[src/power_seq_regs.svh]
// Timing, pad map and width constants for the power state sequencer.
// Assumes a single 50 MHz system clock.
`ifndef POWER_SEQ_REGS_SVH
`define POWER_SEQ_REGS_SVH

`define SYS_CLK_KHZ 50000
`define POR_DELAY_MS 50
`define STARTUP_MAX_MS 60
`define CNT_W 22
`define BLOCK_COUNT 8
`define ADDR_W 16
`define DATA_W 32
`define PAD_COUNT 4
`define PAD_SEL_W 3
`define PAD_MAP_W 12
`define PAD_MAP_DEFAULT 12'h688
`define VER_W 16

`endif

[src/power_seq_pkg.sv]
// Types shared by the power state sequencer files.
// Assumes nothing beyond the constants header.
package power_seq_pkg;

    typedef enum logic [4:0] {
        ST_RESET  = 5'h01,
        ST_INIT   = 5'h02,
        ST_BOOT   = 5'h04,
        ST_ACTIVE = 5'h08,
        ST_SLEEP  = 5'h10
    } state_type;

    typedef enum logic [3:0] {
        CMD_NOP       = 4'h0,
        CMD_CPU_RD    = 4'h1,
        CMD_CPU_WR    = 4'h2,
        CMD_DSPP_RD   = 4'h3,
        CMD_DSPP_WR   = 4'h4,
        CMD_DSPD_RD   = 4'h5,
        CMD_DSPD_WR   = 4'h6,
        CMD_DSP_EN    = 4'h7,
        CMD_DSP_DIS   = 4'h8,
        CMD_START     = 4'h9,
        CMD_VERSION   = 4'ha,
        CMD_RESET     = 4'hb,
        CMD_PAD_MAP   = 4'hc,
        CMD_GO_ACTIVE = 4'hd
    } cmd_type;

    typedef enum logic [1:0] {
        MEM_CPU       = 2'h0,
        MEM_DSP_PROG  = 2'h1,
        MEM_DSP_DATA  = 2'h2
    } mem_sel_type;

endpackage

[src/interval_timer.sv]
// Saturating interval timer; flags expiry after limit_i cycles.
// Assumes limit_i is at least one and stable while counting.
`timescale 1ns/100ps
module interval_timer #(
    parameter int unsigned W = 22
) (
    input wire logic sys_clk_i,
    input wire logic clear_i,
    input wire logic [W-1:0] limit_i,
    output logic expired_o
);
    logic [W-1:0] cnt_reg;

    always_ff @(posedge sys_clk_i) begin
        if (clear_i) begin
            cnt_reg <= '0;
            expired_o <= 1'b0;
        end else if (!expired_o) begin
            cnt_reg <= cnt_reg + 1'b1;
            expired_o <= (cnt_reg == limit_i - 1'b1);
        end
    end
endmodule

[src/power_state_sequencer.sv]
// Start-up and power state controller: reset, init, boot, active, sleep.
// Assumes pins arrive asynchronously; command and firmware inputs are on sys_clk_i.
//
// What this block does
// - Supply low, brownout (if enabled) or firmware reset force the reset state.
// - In reset every function is off; only the reset hold is asserted.
// - After the power-on settle delay, leave reset for init.
// - Init is entered only from reset.
// - Init measures supply, configures supplies, loads trim; other logic idle.
// - During init the processor runs from the low power oscillator.
// - In init, service request low stays; high moves to boot handler once configuration ends.
// - Boot handler starts the processor running the ROM loader.
// - Boot handler enables the serial slave port on four default pads.
// - Commands read and write processor, DSP program and DSP data memory.
// - A command enables or disables the DSP core.
// - A command starts execution at a host given address.
// - A command returns loader and hardware version identifiers.
// - A command resets the device back to the reset state.
// - A command reloads the pad switch matrix assignment.
// - Boot handler moves to active only on the host command.
// - Active is entered only from boot handler or from sleep.
// - In active, clock and supply are gated for idle blocks.
// - Sleep is entered from active only on the processor sleep command.
// - Sleep keeps retention power, slow oscillator, idle processor, optional crystal.
// - An interrupt in sleep returns to active.
// - Start-up interval stays under its bound, power-on delay included.
`timescale 1ns/100ps
`include "power_seq_regs.svh"
module power_state_sequencer #(
    parameter int unsigned POR_CYCLES = `POR_DELAY_MS * `SYS_CLK_KHZ,
    parameter int unsigned STARTUP_CYCLES = `STARTUP_MAX_MS * `SYS_CLK_KHZ,
    parameter int unsigned BLOCKS = `BLOCK_COUNT,
    parameter logic [`VER_W-1:0] BOOT_VERSION = 16'h0a01, // Arbitrary value
    parameter logic [`VER_W-1:0] HW_VERSION = 16'h0b02 // Arbitrary value
) (
    input wire logic sys_clk_i,
    input wire logic rst_i,
    input wire logic supply_low_i,
    input wire logic brownout_i,
    input wire logic brownout_resets_i,
    input wire logic fw_reset_req_i,
    input wire logic service_request_in_i,
    input wire logic supply_measured_i,
    input wire logic otp_load_done_i,
    input wire logic host_cmd_valid_i,
    input wire power_seq_pkg::cmd_type host_cmd_op_i,
    input wire logic [`ADDR_W-1:0] host_cmd_addr_i,
    input wire logic [`DATA_W-1:0] host_cmd_data_i,
    input wire logic mem_ack_i,
    input wire logic [`DATA_W-1:0] mem_rdata_i,
    input wire logic sleep_cmd_i,
    input wire logic wake_irq_i,
    input wire logic keep_xtal_i,
    input wire logic [BLOCKS-1:0] block_active_i,
    output power_seq_pkg::state_type state_o,
    output logic por_hold_o,
    output logic lpo_en_o,
    output logic cpu_clk_lpo_o,
    output logic xtal_en_o,
    output logic slow_osc_en_o,
    output logic supply_measure_o,
    output logic pmu_config_o,
    output logic otp_load_o,
    output logic startup_late_o,
    output logic cpu_run_o,
    output logic cpu_idle_o,
    output logic rom_boot_o,
    output logic spi_slave_en_o,
    output logic [`PAD_MAP_W-1:0] pad_map_o,
    output logic cmd_ready_o,
    output logic resp_valid_o,
    output logic [`DATA_W-1:0] resp_data_o,
    output logic mem_req_o,
    output power_seq_pkg::mem_sel_type mem_sel_o,
    output logic mem_we_o,
    output logic [`ADDR_W-1:0] mem_addr_o,
    output logic [`DATA_W-1:0] mem_wdata_o,
    output logic dsp_enable_o,
    output logic cpu_start_o,
    output logic [`ADDR_W-1:0] cpu_start_addr_o,
    output logic retention_pwr_o,
    output logic [BLOCKS-1:0] block_clk_en_o,
    output logic [BLOCKS-1:0] block_pwr_en_o
);
    import power_seq_pkg::*;

    function automatic logic is_mem_op(input cmd_type op);
        is_mem_op = (op inside {CMD_CPU_RD, CMD_CPU_WR, CMD_DSPP_RD, CMD_DSPP_WR,
                                CMD_DSPD_RD, CMD_DSPD_WR});
    endfunction

    function automatic mem_sel_type mem_sel_of(input cmd_type op);
        case (op)
            CMD_DSPP_RD, CMD_DSPP_WR: mem_sel_of = MEM_DSP_PROG;
            CMD_DSPD_RD, CMD_DSPD_WR: mem_sel_of = MEM_DSP_DATA;
            default: mem_sel_of = MEM_CPU;
        endcase
    endfunction

    state_type state_reg;
    state_type state_next;
    state_type state_d;
    logic supply_low_s;
    logic brownout_s;
    logic srq_s;
    logic por_done;
    logic startup_done;
    logic cfg_done;
    logic cmd_take;
    logic reset_req;
    logic mem_next;

    sync2 #(.W(3)) u_pin_sync (
        .sys_clk_i(sys_clk_i),
        .rst_i(rst_i),
        .async_i({supply_low_i, brownout_i, service_request_in_i}),
        .sync_o({supply_low_s, brownout_s, srq_s})
    );

    interval_timer #(.W(`CNT_W)) u_por_timer (
        .sys_clk_i(sys_clk_i),
        .clear_i(reset_req || state_reg != ST_RESET),
        .limit_i(`CNT_W'(POR_CYCLES)),
        .expired_o(por_done)
    );

    interval_timer #(.W(`CNT_W)) u_startup_timer (
        .sys_clk_i(sys_clk_i),
        .clear_i(reset_req),
        .limit_i(`CNT_W'(STARTUP_CYCLES)),
        .expired_o(startup_done)
    );

    assign cmd_take = host_cmd_valid_i && cmd_ready_o;
    // Any reset source overrides the state machine
    assign reset_req = rst_i || supply_low_s || (brownout_s && brownout_resets_i)
                       || fw_reset_req_i || (cmd_take && host_cmd_op_i == CMD_RESET);
    // Configuration ends when done or when the start-up bound runs out
    assign cfg_done = (supply_measured_i && otp_load_done_i) || startup_done;

    always_comb begin
        state_next = state_reg;
        case (state_reg)
            ST_RESET: if (por_done) state_next = ST_INIT;
            ST_INIT: if (cfg_done && srq_s) state_next = ST_BOOT;
            ST_BOOT: if (cmd_take && host_cmd_op_i == CMD_GO_ACTIVE) state_next = ST_ACTIVE;
            ST_ACTIVE: if (sleep_cmd_i) state_next = ST_SLEEP;
            ST_SLEEP: if (wake_irq_i) state_next = ST_ACTIVE;
            default: state_next = ST_RESET;
        endcase
        state_d = reset_req ? ST_RESET : state_next;
    end

    always_ff @(posedge sys_clk_i) begin
        state_reg <= state_d;
        state_o <= state_d;
    end

    // Power, clock and processor controls follow the next state
    always_ff @(posedge sys_clk_i) begin
        por_hold_o <= (state_d == ST_RESET);
        lpo_en_o <= (state_d == ST_INIT) || (state_d == ST_BOOT);
        cpu_clk_lpo_o <= (state_d == ST_INIT) || (state_d == ST_BOOT);
        xtal_en_o <= (state_d == ST_BOOT) || (state_d == ST_ACTIVE)
                     || (state_d == ST_SLEEP && keep_xtal_i);
        slow_osc_en_o <= (state_d == ST_ACTIVE) || (state_d == ST_SLEEP);
        cpu_run_o <= (state_d == ST_BOOT) || (state_d == ST_ACTIVE);
        cpu_idle_o <= (state_d == ST_SLEEP);
        rom_boot_o <= (state_d == ST_BOOT);
        spi_slave_en_o <= (state_d == ST_BOOT) || (state_d == ST_ACTIVE);
        retention_pwr_o <= (state_d != ST_RESET);
    end

    // Init sequencing: measure supply, then load trim; supply configuration runs until configuration ends
    always_ff @(posedge sys_clk_i) begin
        supply_measure_o <= (state_d == ST_INIT) && !supply_measured_i;
        pmu_config_o <= (state_d == ST_INIT) && !cfg_done;
        otp_load_o <= (state_d == ST_INIT) && supply_measured_i && !otp_load_done_i;
        if (reset_req) begin
            startup_late_o <= 1'b0;
        end else if (state_reg == ST_INIT && startup_done
                     && !(supply_measured_i && otp_load_done_i)) begin
            startup_late_o <= 1'b1;
        end
    end

    // Per block gating in active mode
    genvar gi;
    generate
        for (gi = 0; gi < BLOCKS; gi++) begin : g_gate
            always_ff @(posedge sys_clk_i) begin
                block_clk_en_o[gi] <= (state_d == ST_ACTIVE) && block_active_i[gi];
                block_pwr_en_o[gi] <= (state_d == ST_ACTIVE) && block_active_i[gi];
            end
        end
    endgenerate

    // Boot command acceptance
    assign mem_next = (mem_req_o && !mem_ack_i) || (cmd_take && is_mem_op(host_cmd_op_i));

    always_ff @(posedge sys_clk_i) begin
        cmd_ready_o <= (state_d == ST_BOOT) && !mem_next;
    end

    // Memory access commands
    always_ff @(posedge sys_clk_i) begin
        if (reset_req) begin
            mem_req_o <= 1'b0;
            mem_sel_o <= MEM_CPU;
            mem_we_o <= 1'b0;
            mem_addr_o <= '0;
            mem_wdata_o <= '0;
        end else if (cmd_take && is_mem_op(host_cmd_op_i)) begin
            mem_req_o <= 1'b1;
            mem_sel_o <= mem_sel_of(host_cmd_op_i);
            mem_we_o <= host_cmd_op_i inside {CMD_CPU_WR, CMD_DSPP_WR, CMD_DSPD_WR};
            mem_addr_o <= host_cmd_addr_i;
            mem_wdata_o <= host_cmd_data_i;
        end else if (mem_req_o && mem_ack_i) begin
            mem_req_o <= 1'b0;
        end
    end

    // Answers to the host
    always_ff @(posedge sys_clk_i) begin
        if (reset_req) begin
            resp_valid_o <= 1'b0;
            resp_data_o <= '0;
        end else if (mem_req_o && mem_ack_i) begin
            resp_valid_o <= 1'b1;
            resp_data_o <= mem_we_o ? '0 : mem_rdata_i;
        end else if (cmd_take && host_cmd_op_i == CMD_VERSION) begin
            resp_valid_o <= 1'b1;
            resp_data_o <= {BOOT_VERSION, HW_VERSION};
        end else begin
            resp_valid_o <= 1'b0;
        end
    end

    // DSP enable, start address and pad matrix
    always_ff @(posedge sys_clk_i) begin
        if (reset_req) begin
            dsp_enable_o <= 1'b0;
            cpu_start_o <= 1'b0;
            cpu_start_addr_o <= '0;
            pad_map_o <= `PAD_MAP_DEFAULT;
        end else begin
            cpu_start_o <= cmd_take && host_cmd_op_i == CMD_START;
            if (cmd_take && host_cmd_op_i == CMD_START) cpu_start_addr_o <= host_cmd_addr_i;
            if (cmd_take && host_cmd_op_i == CMD_DSP_EN) dsp_enable_o <= 1'b1;
            if (cmd_take && host_cmd_op_i == CMD_DSP_DIS) dsp_enable_o <= 1'b0;
            if (cmd_take && host_cmd_op_i == CMD_PAD_MAP) begin
                pad_map_o <= host_cmd_data_i[`PAD_MAP_W-1:0];
            end
        end
    end
endmodule

[src/sync2.sv]
// Two flip-flop synchroniser for pin levels.
// Assumes inputs are asynchronous to sys_clk_i.
`timescale 1ns/100ps
module sync2 #(
    parameter int unsigned W = 1
) (
    input wire logic sys_clk_i,
    input wire logic rst_i,
    input wire logic [W-1:0] async_i,
    output logic [W-1:0] sync_o
);
    logic [W-1:0] meta_reg;

    always_ff @(posedge sys_clk_i) begin
        if (rst_i) begin
            meta_reg <= '0;
            sync_o <= '0;
        end else begin
            meta_reg <= async_i;
            sync_o <= meta_reg;
        end
    end
endmodule
[config.mk]
export PLATFORM = sky130hd
export DESIGN_NAME = power_state_sequencer
export DESIGN_NICKNAME = d
export VERILOG_FILES = /design/src/power_seq_pkg.sv /design/src/interval_timer.sv /design/src/power_state_sequencer.sv /design/src/sync2.sv
export VERILOG_INCLUDE_DIRS = /design/src
export SDC_FILE = /design/constraint.sdc
export NUM_CORES = 1
export LEC_CHECK = 0
export BUFFER_PORTS_ARGS = -buffer_cell sky130_fd_sc_hd__buf_2
export CORE_MARGIN = 2
export CORE_UTILIZATION = 50
export CTS_CLUSTER_DIAMETER = 30
export DETAILED_ROUTE_END_ITERATION = 8
export PLACE_DENSITY = 0.8
export SETUP_SLACK_MARGIN = 0.3
export SLEW_MARGIN = 20
export SYNTH_ARGS = -nofsm -noshare
export SYNTH_HDL_FRONTEND = slang
export SYNTH_SLANG_ARGS = --single-unit
[constraint.sdc]
create_clock -name sys_clk_i -period 2.45 [get_ports sys_clk_i]
set_input_delay 0.49 -clock sys_clk_i [delete_from_list [all_inputs] [get_ports sys_clk_i]]
set_output_delay 0.49 -clock sys_clk_i [all_outputs]
set_load 0.02 [all_outputs]
---- After elaboration in Yosys (flattened, before gate mapping) ----
Index checks and enable logic that the tools add are counted.
word-level totals
  register bits ........................... 193
  bits in latches ......................... 0
  bits in writable memories ............... 0
  memory bits (read-only) ................. 0
  output and inout port bits .............. 151
  memories kept ........................... 0
operators by class
  add/sub/neg operators ................... 2
  $mul .................................... 0
  div/mod/pow operators ................... 0
  $lt $le $gt $ge ......................... 0
  equal/unequal tests ..................... 27
  shifts and indexed selects .............. 0
  mux-type cells .......................... 17
  bitwise logic cells ..................... 0
  reduce and logical (&&, ||, !) cells .... 54
operators by type and width
  operator                                             count
  two-way mux 32 bit                                   3
  adder 22 x 1 -> 22 bit, second input constant        2
  equality test 22 bit, second input constant          2
  logical AND 1 bit                                    30
  two-way mux 5 bit                                    6
  case mux 5 bit (5 select lines)                      1
  equality test 4 bit, second input constant           6
  equality test 4 x 3 -> 1 bit, second input constant  4
  logical OR 1 bit                                     11
  equality test 5 x 1 -> 1 bit, second input constant  2
  equality test 5 x 2 -> 1 bit, second input constant  2
  equality test 5 x 3 -> 1 bit, second input constant  2
  equality test 5 x 4 -> 1 bit, second input constant  2
  equality test 5 bit, second input constant           2
  != test 5 x 1 -> 1 bit, second input constant        2
  equality test 4 x 2 -> 1 bit, second input constant  2
  zero test 1 bit                                      6
  two-way mux 1 bit                                    6
  nonzero test 6 bit                                   1
  OR reduction 2 bit                                   3
  equality test 4 x 1 -> 1 bit, second input constant  1
  case mux 2 bit (2 select lines)                      1
  nonzero test 2 bit                                   2
  nonzero test 3 bit                                   1

---- Longest topological paths before layout ----
Gate-level depths: netlist of run 1.
  depth after elaboration ................. 9
  gate-level depth with buffers ........... 8

---- By module ----
Synthesis of run 1 repeated with hierarchy kept, for this count alone.
second synthesis, totals
  cell total of the unflattened synthesis .. 1042
  area, all modules ....................... 8847.2 um^2
by module, submodules not included
  module                 instances  cells each  area each (um^2)  sequential area each (um^2)
  power_state_sequencer  1          576         5156.2            2822.7
  interval_timer         2          227         1766.7            460.4
  sync2                  1          12          157.7             120.1

---- Worst setup path before layout of run 1 ----
No wires, ideal clock.
  kind .................................... input port to flip-flop
  start point ............................. input port fw_reset_req_i
  end point ............................... register u_por_timer.cnt_reg[18]
  arrival ................................. 1.975 ns
  required time ........................... 2.380 ns
  setup slack ............................. 0.405 ns
  stages .................................. 7
  path buffers ............................ 3
  cell sequence ........................... a2111o_1 a31o_1 clkbuf_2 or4_4 buf_6 buf_6 a21oi_1
on the way
  longest elaborated chain between the ends .. 3
ends and longest elaborated chain
  what                           line                          text
  start, declared                power_state_sequencer.sv:41   input wire logic fw_reset_req_i,
  logical OR 1 bit (2 in a row)  power_state_sequencer.sv:137  || fw_reset_req_i || (cmd_take && host_cmd_op_i == CMD_RESET);
  logical OR 1 bit               power_state_sequencer.sv:122  .clear_i(reset_req || state_reg != ST_RESET),
  end signal, assigned           interval_timer.sv:19          cnt_reg <= cnt_reg + 1'b1;
  end, declared                  interval_timer.sv:12          logic [W-1:0] cnt_reg;
Every way passes these cells.
A chain may end at the register's enable or synchronous reset.

---- Worst setup path after layout of run 1 ----
  start point ............................. register u_por_timer.cnt_reg[3]
  end point ............................... register u_por_timer.cnt_reg[18]
on the way
  longest elaborated chain between the ends .. 1
ends and longest elaborated chain
  what                    line
  adder 22 x 1 -> 22 bit  interval_timer.sv:19
Every way passes these cells.

==> out/results.tsv, run 1 <==
stage	metric	value	unit
setup_path	critPathKind	reg -> reg	
synthesis	syn_avg_cell_area	8.536	µm²
cells_and_area	antenna_cells	0	
setup_path	worstPathMaxFanout	10	
detailed_routing	drt_pass1_iterations	4	
floorplan	placementRows	44	
timing	fmax	0.4983	GHz
detailed_routing	vias_per_cell	5.305	
setup_path	worstPathCellList	nand3_2, or4_1, or4_1, a21oi_1	
timing	finalCriticalPeriod	2007	ps
run_status	status	complete, no violations	
synthesis	ys_top_cells_by_area	dfxtp_1, nand2_1, a21oi_1	
synthesis	syn_inst	862	
clocking	path_clk_slew	60	ps
timing	drv_slew	0	
global_route	gr-total-overflow	0	
timing	setup_tns	0	ps
cells_and_area	reg_top3	mem_wdata_o (32), resp_data_o (32)	
synthesis	synth_ff_type	dfxtp_1	
placement	io_buffers	256	
clocking	cts_buffer_depth	2	
timing	worst_slew_pin_slew	900.0	ps
setup_path	crit_family	simple AND/OR/NAND/NOR gates	
global_route	grt_usage	0.2339	
clocking	cts_buffers	17	
cells_and_area	syn_to_final_growth	26.19	%
clocking	clk_root_buffer_cell	clkbuf_16	
setup_path	path_buf_inv	0	
hold_path	hold_path_class	in -> reg	
global_route	grt_pass1_vias	6368	
setup_path	critPathSlowestCell	or4_1	
clocking	cts_tree	done	
timing	relSlewSlack	0.4000	
floorplan	initial_core_util	0.5082	
synthesis	synth_edf_count	0	
synthesis	ys_warn_count	0	
placement	dp_slack	193.6	ps
timing	fin_crit_sh	0.8191	
placement	gp_congestion	0.8539	
clocking	h-tree-depth	4	
global_route	grt_max_degree	118	
floorplan	fp.dieH	125.3	µm
timing	skew	6.396	ps
setup_path	r2r_slack	440	ps
pwr	p_per_area	657.4	nW/µm²
setup_path	arrival	2360	ps
detailed_routing	drc	0	
setup_path	critPathMaxStageDelay	700	ps
clocking	cts_hold_buf	0	
floorplan	io_pins	257	
timing	hold_viol	0	
synthesis	synth_cell_type_count	52	
timing	setup_viol	0	
placement	hpwl	12970	µm
synthesis	ys_top_cells_by_count	dfxtp_1, nand2_1, a21oi_1, nor2_1, clkbuf_1	
synthesis	yosys.area.top_type	dfxtp_1	
cells_and_area	drive_gt1_frac	0.2800	
floorplan	die_area	15700	µm²
synthesis	syn_nets	970	
global_route	grt_first_pass_wirelength	30260	µm
detailed_routing	dr_total_vias	6774	
pwr	vdd_drop_max	0.0004162	V
setup_path	crit_required	2810	ps
setup_path	crit_top_cell	or4_1	
synthesis	ys_ff_latch	193	
setup_path	endpoint_kind	register	
detailed_routing	drtAntennaViolNets	0	
clocking	cts_num_sinks	193	
synthesis	async_reset_ff_frac	0	
floorplan	core	14480	µm²
global_route	antenna_found_initial	0	
cells_and_area	fin_nets	1189	
synthesis	synth.yosys.seq_area_share	0.5251	
timing	rsz0062_at_grt	false	
detailed_routing	finalWirelength	18500	µm
detailed_routing	routedWlPerCell	14.48	µm
pwr	leakage	3.746	nW
timing	final.setup.worst_slack	443.2	ps
synthesis	yosys.area.top_type_share	0.5251	
synthesis	post-synth-top-count-cell	dfxtp_1	
detailed_routing	drtIter0Drc	472	
job	max-cap-violations	0	
synthesis	syn_area	7358	µm²
floorplan	die_w	125.3	µm
clocking	clk-insertion-delay-late	430	ps
setup_path	worstSetupStartpointType	register	
==> cells in the final DEF (no fill, tap or decap), drive strengths merged, types with 5 or more instances in the layout <==
cell type | netlist | routed
buf | 18 | 268
dfxtp | 193 | 193
nand2 | 179 | 179
a21oi | 104 | 104
nor2 | 70 | 70
a22oi | 26 | 26
clkbuf | 50 | 23
o21ai | 17 | 17
nor3 | 17 | 17
nand3 | 15 | 15
xnor2 | 14 | 14
or4 | 13 | 13
or3 | 12 | 12
nor4 | 11 | 11
xor2 | 11 | 11
inv | 10 | 10
o31ai | 10 | 10
nand2b | 10 | 10
nand4 | 10 | 10
nor2b | 9 | 9
nor3b | 9 | 9
and3 | 6 | 6
a31oi | 5 | 5
clkinv | 0 | 5
==> stage by stage <==
| step | utilization | instances | power, mW | hold slack [ps] | area (µm²) |
|---|---|---|---|---|---|
| after global routing | 0.6413 | 1277 | 6.292 | 258.5 | 9285 |
| final | 0.6413 | 1277 | 6.104 | 269.5 | 9285 |
| after floorplan | - | 862 | 3.302 | 410.9 | 7358 |
| after CTS | 0.6401 | 1276 | 6.147 | 251.0 | 9268 |
| after global placement | 0.5992 | 1245 | 3.413 | 415.3 | 8676 |
| after detailed placement | 0.5992 | 1245 | 3.414 | 420.1 | 8676 |
==> layer usage <==
layer | up-vias | part of all wire | GRT usage | routed length, µm
met5 | - | 0 | 0 | 0
met4 | 0 | 0.025 | 0.09346 | 464
met3 | 35 | 0.058 | 0.05862 | 1081
met2 | 211 | 0.50 | 0.4044 | 9298
met1 | 3148 | 0.41 | 0.2792 | 7652
li1 | 3380 | - | - | -
==> cell families (layout without fill, tap and decap cells) <==
family,after synthesis,in the layout,synth area share
buf+inv,78,309,0.04880
compound gates,175,175,0.1381
mux,3,3,0.004081
xor+xnor,25,25,0.02976
simple gates,386,386,0.2508
flops,193,193,0.5251
fa+ha+maj,2,2,0.003400
==> path summary, 6_finish.rpt <==
path,start,depth (start not counted),to
worst max register to register,u_por_timer.cnt_reg[3]$_SDFFE_PP0N_,4,u_por_timer.cnt_reg[18]$_SDFFE_PP0N_
worst min-delay path,service_request_in_i,2,u_pin_sync.meta_reg[0]$_SDFF_PP0_
worst max-delay path,u_por_timer.cnt_reg[3]$_SDFFE_PP0N_,4,u_por_timer.cnt_reg[18]$_SDFFE_PP0N_
worst min register to register,u_pin_sync.meta_reg[1]$_SDFF_PP0_,1,u_pin_sync.sync_o[1]$_SDFF_PP0_
==> what timing repair did <==
action                                  in CTS  in global routing
endpoints found under the setup margin       0                 22
gates resized for setup                      0                  2
setup buffers                                0                  1
==> layout make-up <==
| type | instances | area, µm² |
|---|---|---|
| fill | 1254 | 5194 |
| sequential | 193 | 3864 |
| inverter | 10 | 37.54 |
| timing repair buffer | 268 | 1396 |
| clock buffer | 23 | 488.0 |
| tap | 184 | 230.2 |
| multi-input combinational | 591 | 3166 |
| clock inverter | 8 | 103.9 |
==> power by group <==
group / switching (mW) / internal (mW)
Sequential: 0.00426 / 3.14
Combinational: 0.109 / 0.0860
Clock: 1.15 / 1.61
Total: 1.26 / 4.84
Note: power is estimated with default switching activity, not from simulation.
==> run 2: changes to the inputs <==
Clock period 2.45 ns to 1.9 ns, I/O delays scaled along.
==> run 2 against run 1 <==
Compared with the run above:
- worst setup slack worse by 390 ps
- final cell count increased by 7.4%
- non-clock buffer count increased by 90
- sequential cell count stayed put
- power is 31% higher
- clock skew rose by 5.6 ps
==> out/results.tsv, run 2 (synthesized netlist as in run 1, its figures left out) <==
stage	metric	value	unit
timing	relSlewSlack	0.6601	
pwr	p_total	8.021	mW
placement	dp_slack	-98.64	ps
timing	finalCriticalPeriod	1846	ps
placement	gp_congestion	0.8260	
global_route	antenna_found_initial	0	
detailed_routing	drc	0	
floorplan	core	14480	µm²
clocking	cts_hold_buf	0	
cells_and_area	final_common_cell	buf_2	
pwr	p_per_area	704.1	nW/µm²
clocking	cts_num_sinks	193	
floorplan	die_w	125.3	µm
cells_and_area	fin_nets	1282	
detailed_routing	drtAntennaViolNets	0	
setup_path	cp.depth	6	
floorplan	io_pins	257	
timing	drv_slew	0	
timing	rsz0062_at_grt	true	
global_route	gr-total-overflow	0	
detailed_routing	dr_total_vias	7715	
setup_path	worstSetupStartpointType	register	
setup_path	critPathKind	reg -> reg	
clocking	cts_buffers	17	
detailed_routing	vias_per_cell	5.627	
cells_and_area	syn_to_final_growth	54.80	%
setup_path	worstPathCellList	a2111o_1, a31o_4, buf_6, a21o_4, buf_4, nor4b_2	
global_route	grt_usage	0.2670	
floorplan	die_area	15700	µm²
timing	setup_viol	0	
hold_path	hold_path_depth	2	
setup_path	critPathSlowestCell	a2111o_1	
pwr	leakage	4.457	nW
setup_path	path_buf_inv	2	
timing	fmax	0.5417	GHz
run_status	status	complete, no violations	
setup_path	r2r_slack	50	ps
clocking	path_clk_slew	70	ps
detailed_routing	drtIter0Drc	572	
cells_and_area	antenna_cells	0	
job	max-cap-violations	0	
cells_and_area	reg_top3	mem_wdata_o (32), resp_data_o (32)	
cells_and_area	final_cell_area	11390	µm²
timing	final.setup.worst_slack	54.04	ps
placement	hpwl	13900	µm
timing	setup_tns	0	ps
timing	skew	12.01	ps
cells_and_area	fillers	897	
detailed_routing	drt_pass1_iterations	5	
detailed_routing	routedWlPerCell	18.49	µm
clocking	cts_tree	done	
timing	hold_viol	0	
setup_path	arrival	2180	ps
timing	fin_crit_sh	0.9716	
pwr	vdd_drop_max	0.0005642	V
floorplan	fp.dieH	125.3	µm
setup_path	crit_required	2240	ps
placement	post_dp_cell_area	9075	µm²
placement	io_buffers	256	
setup_path	worstPathMaxFanout	6	
setup_path	critPathMaxStageDelay	420	ps
setup_path	endpoint_kind	register	
global_route	grt_max_degree	51	
cells_and_area	drive_gt1_frac	0.5038	
hold_path	hold_path_class	in -> reg	
cells_and_area	post-route-util	0.7867	
setup_path	ff2ff_path_depth	6	
setup_path	crit_family	compound AO/OA/AOI/OAI gates	
floorplan	placementRows	44	
floorplan	initial_core_util	0.5082	
global_route	grt_first_pass_wirelength	34140	µm
global_route	grt_pass1_vias	7056	
cells_and_area	final_cell_mix	buf_2, nand2_1, dfxtp_1	
clocking	h-tree-depth	4	
timing	worst_slew_pin_slew	508.8	ps
clocking	clk_root_buffer_cell	clkbuf_16	
clocking	clk-insertion-delay-late	440	ps
detailed_routing	finalWirelength	25350	µm
clocking	cts_buffer_depth	2	
## run 2: cell types whose count changed in the layout (fill, tap and decap cells not counted), sizes merged
cell,delta
clkbuf,+10
inv,+6
clkinv,-1
buf,+77
or4,+3
clkinvlp,+1
bufinv,-2
## run 2: layer usage
metal	routed length (µm)	global-route usage	share of wire
met5	0	0	0
met3	1659	0.07403	0.065
met4	734	0.1052	0.029
met1	9937	0.3097	0.39
met2	13020	0.4677	0.51
## run 2: what timing repair did
action                     in CTS  in global routing
pin swaps                      21                 57
gates cloned                    4                 22
setup endpoints to repair     109                166
setup buffers                  12                 14
resized for setup              53                224
## run 2: through the flow
step	hold slack (ps)	instances
floorplan	410.9	862
global placement	415.6	1287
detailed placement	425.5	1287
CTS	135.8	1335
global route	148.7	1371
finish	154.0	1371
## run 2: path summary, 6_finish.rpt
path	endpoint	start
hold reg to reg	u_pin_sync.sync_o[2]$_SDFF_PP0_	u_pin_sync.meta_reg[2]$_SDFF_PP0_
setup / recovery	cmd_ready_o$_DFF_P_	u_pin_sync.sync_o[1]$_SDFF_PP0_
setup reg to reg	cmd_ready_o$_DFF_P_	u_pin_sync.sync_o[1]$_SDFF_PP0_
hold / removal	otp_load_o$_DFF_P_	otp_load_done_i
## run 2: worst reg2reg max path, cell delays in order, from the launching register on
cell and delay (ps):
dfxtp_2 310, a2111o_1 420, a31o_4 270, buf_6 120
a21o_4 220, buf_4 150, nor4b_2 260
## run 2: power breakdown
part	internal [mW]	leakage (nW)	switching (mW)
Combinational	0.281	2.62	0.270
Sequential	4.05	1.57	0.00584
Clock	1.78	0.270	1.64
## run 2: layout make-up
type                    instances  area, µm²  area share
flip-flops and latches        193       3895      0.3419
inverters                      10      37.54    0.003295
repair buffers                358       2567      0.2254
clock buffers                  20      456.7     0.04009
well taps                     184      230.2     0.02021
multi-input cells             594       4106      0.3605
clock inverters                12      97.59    0.008568
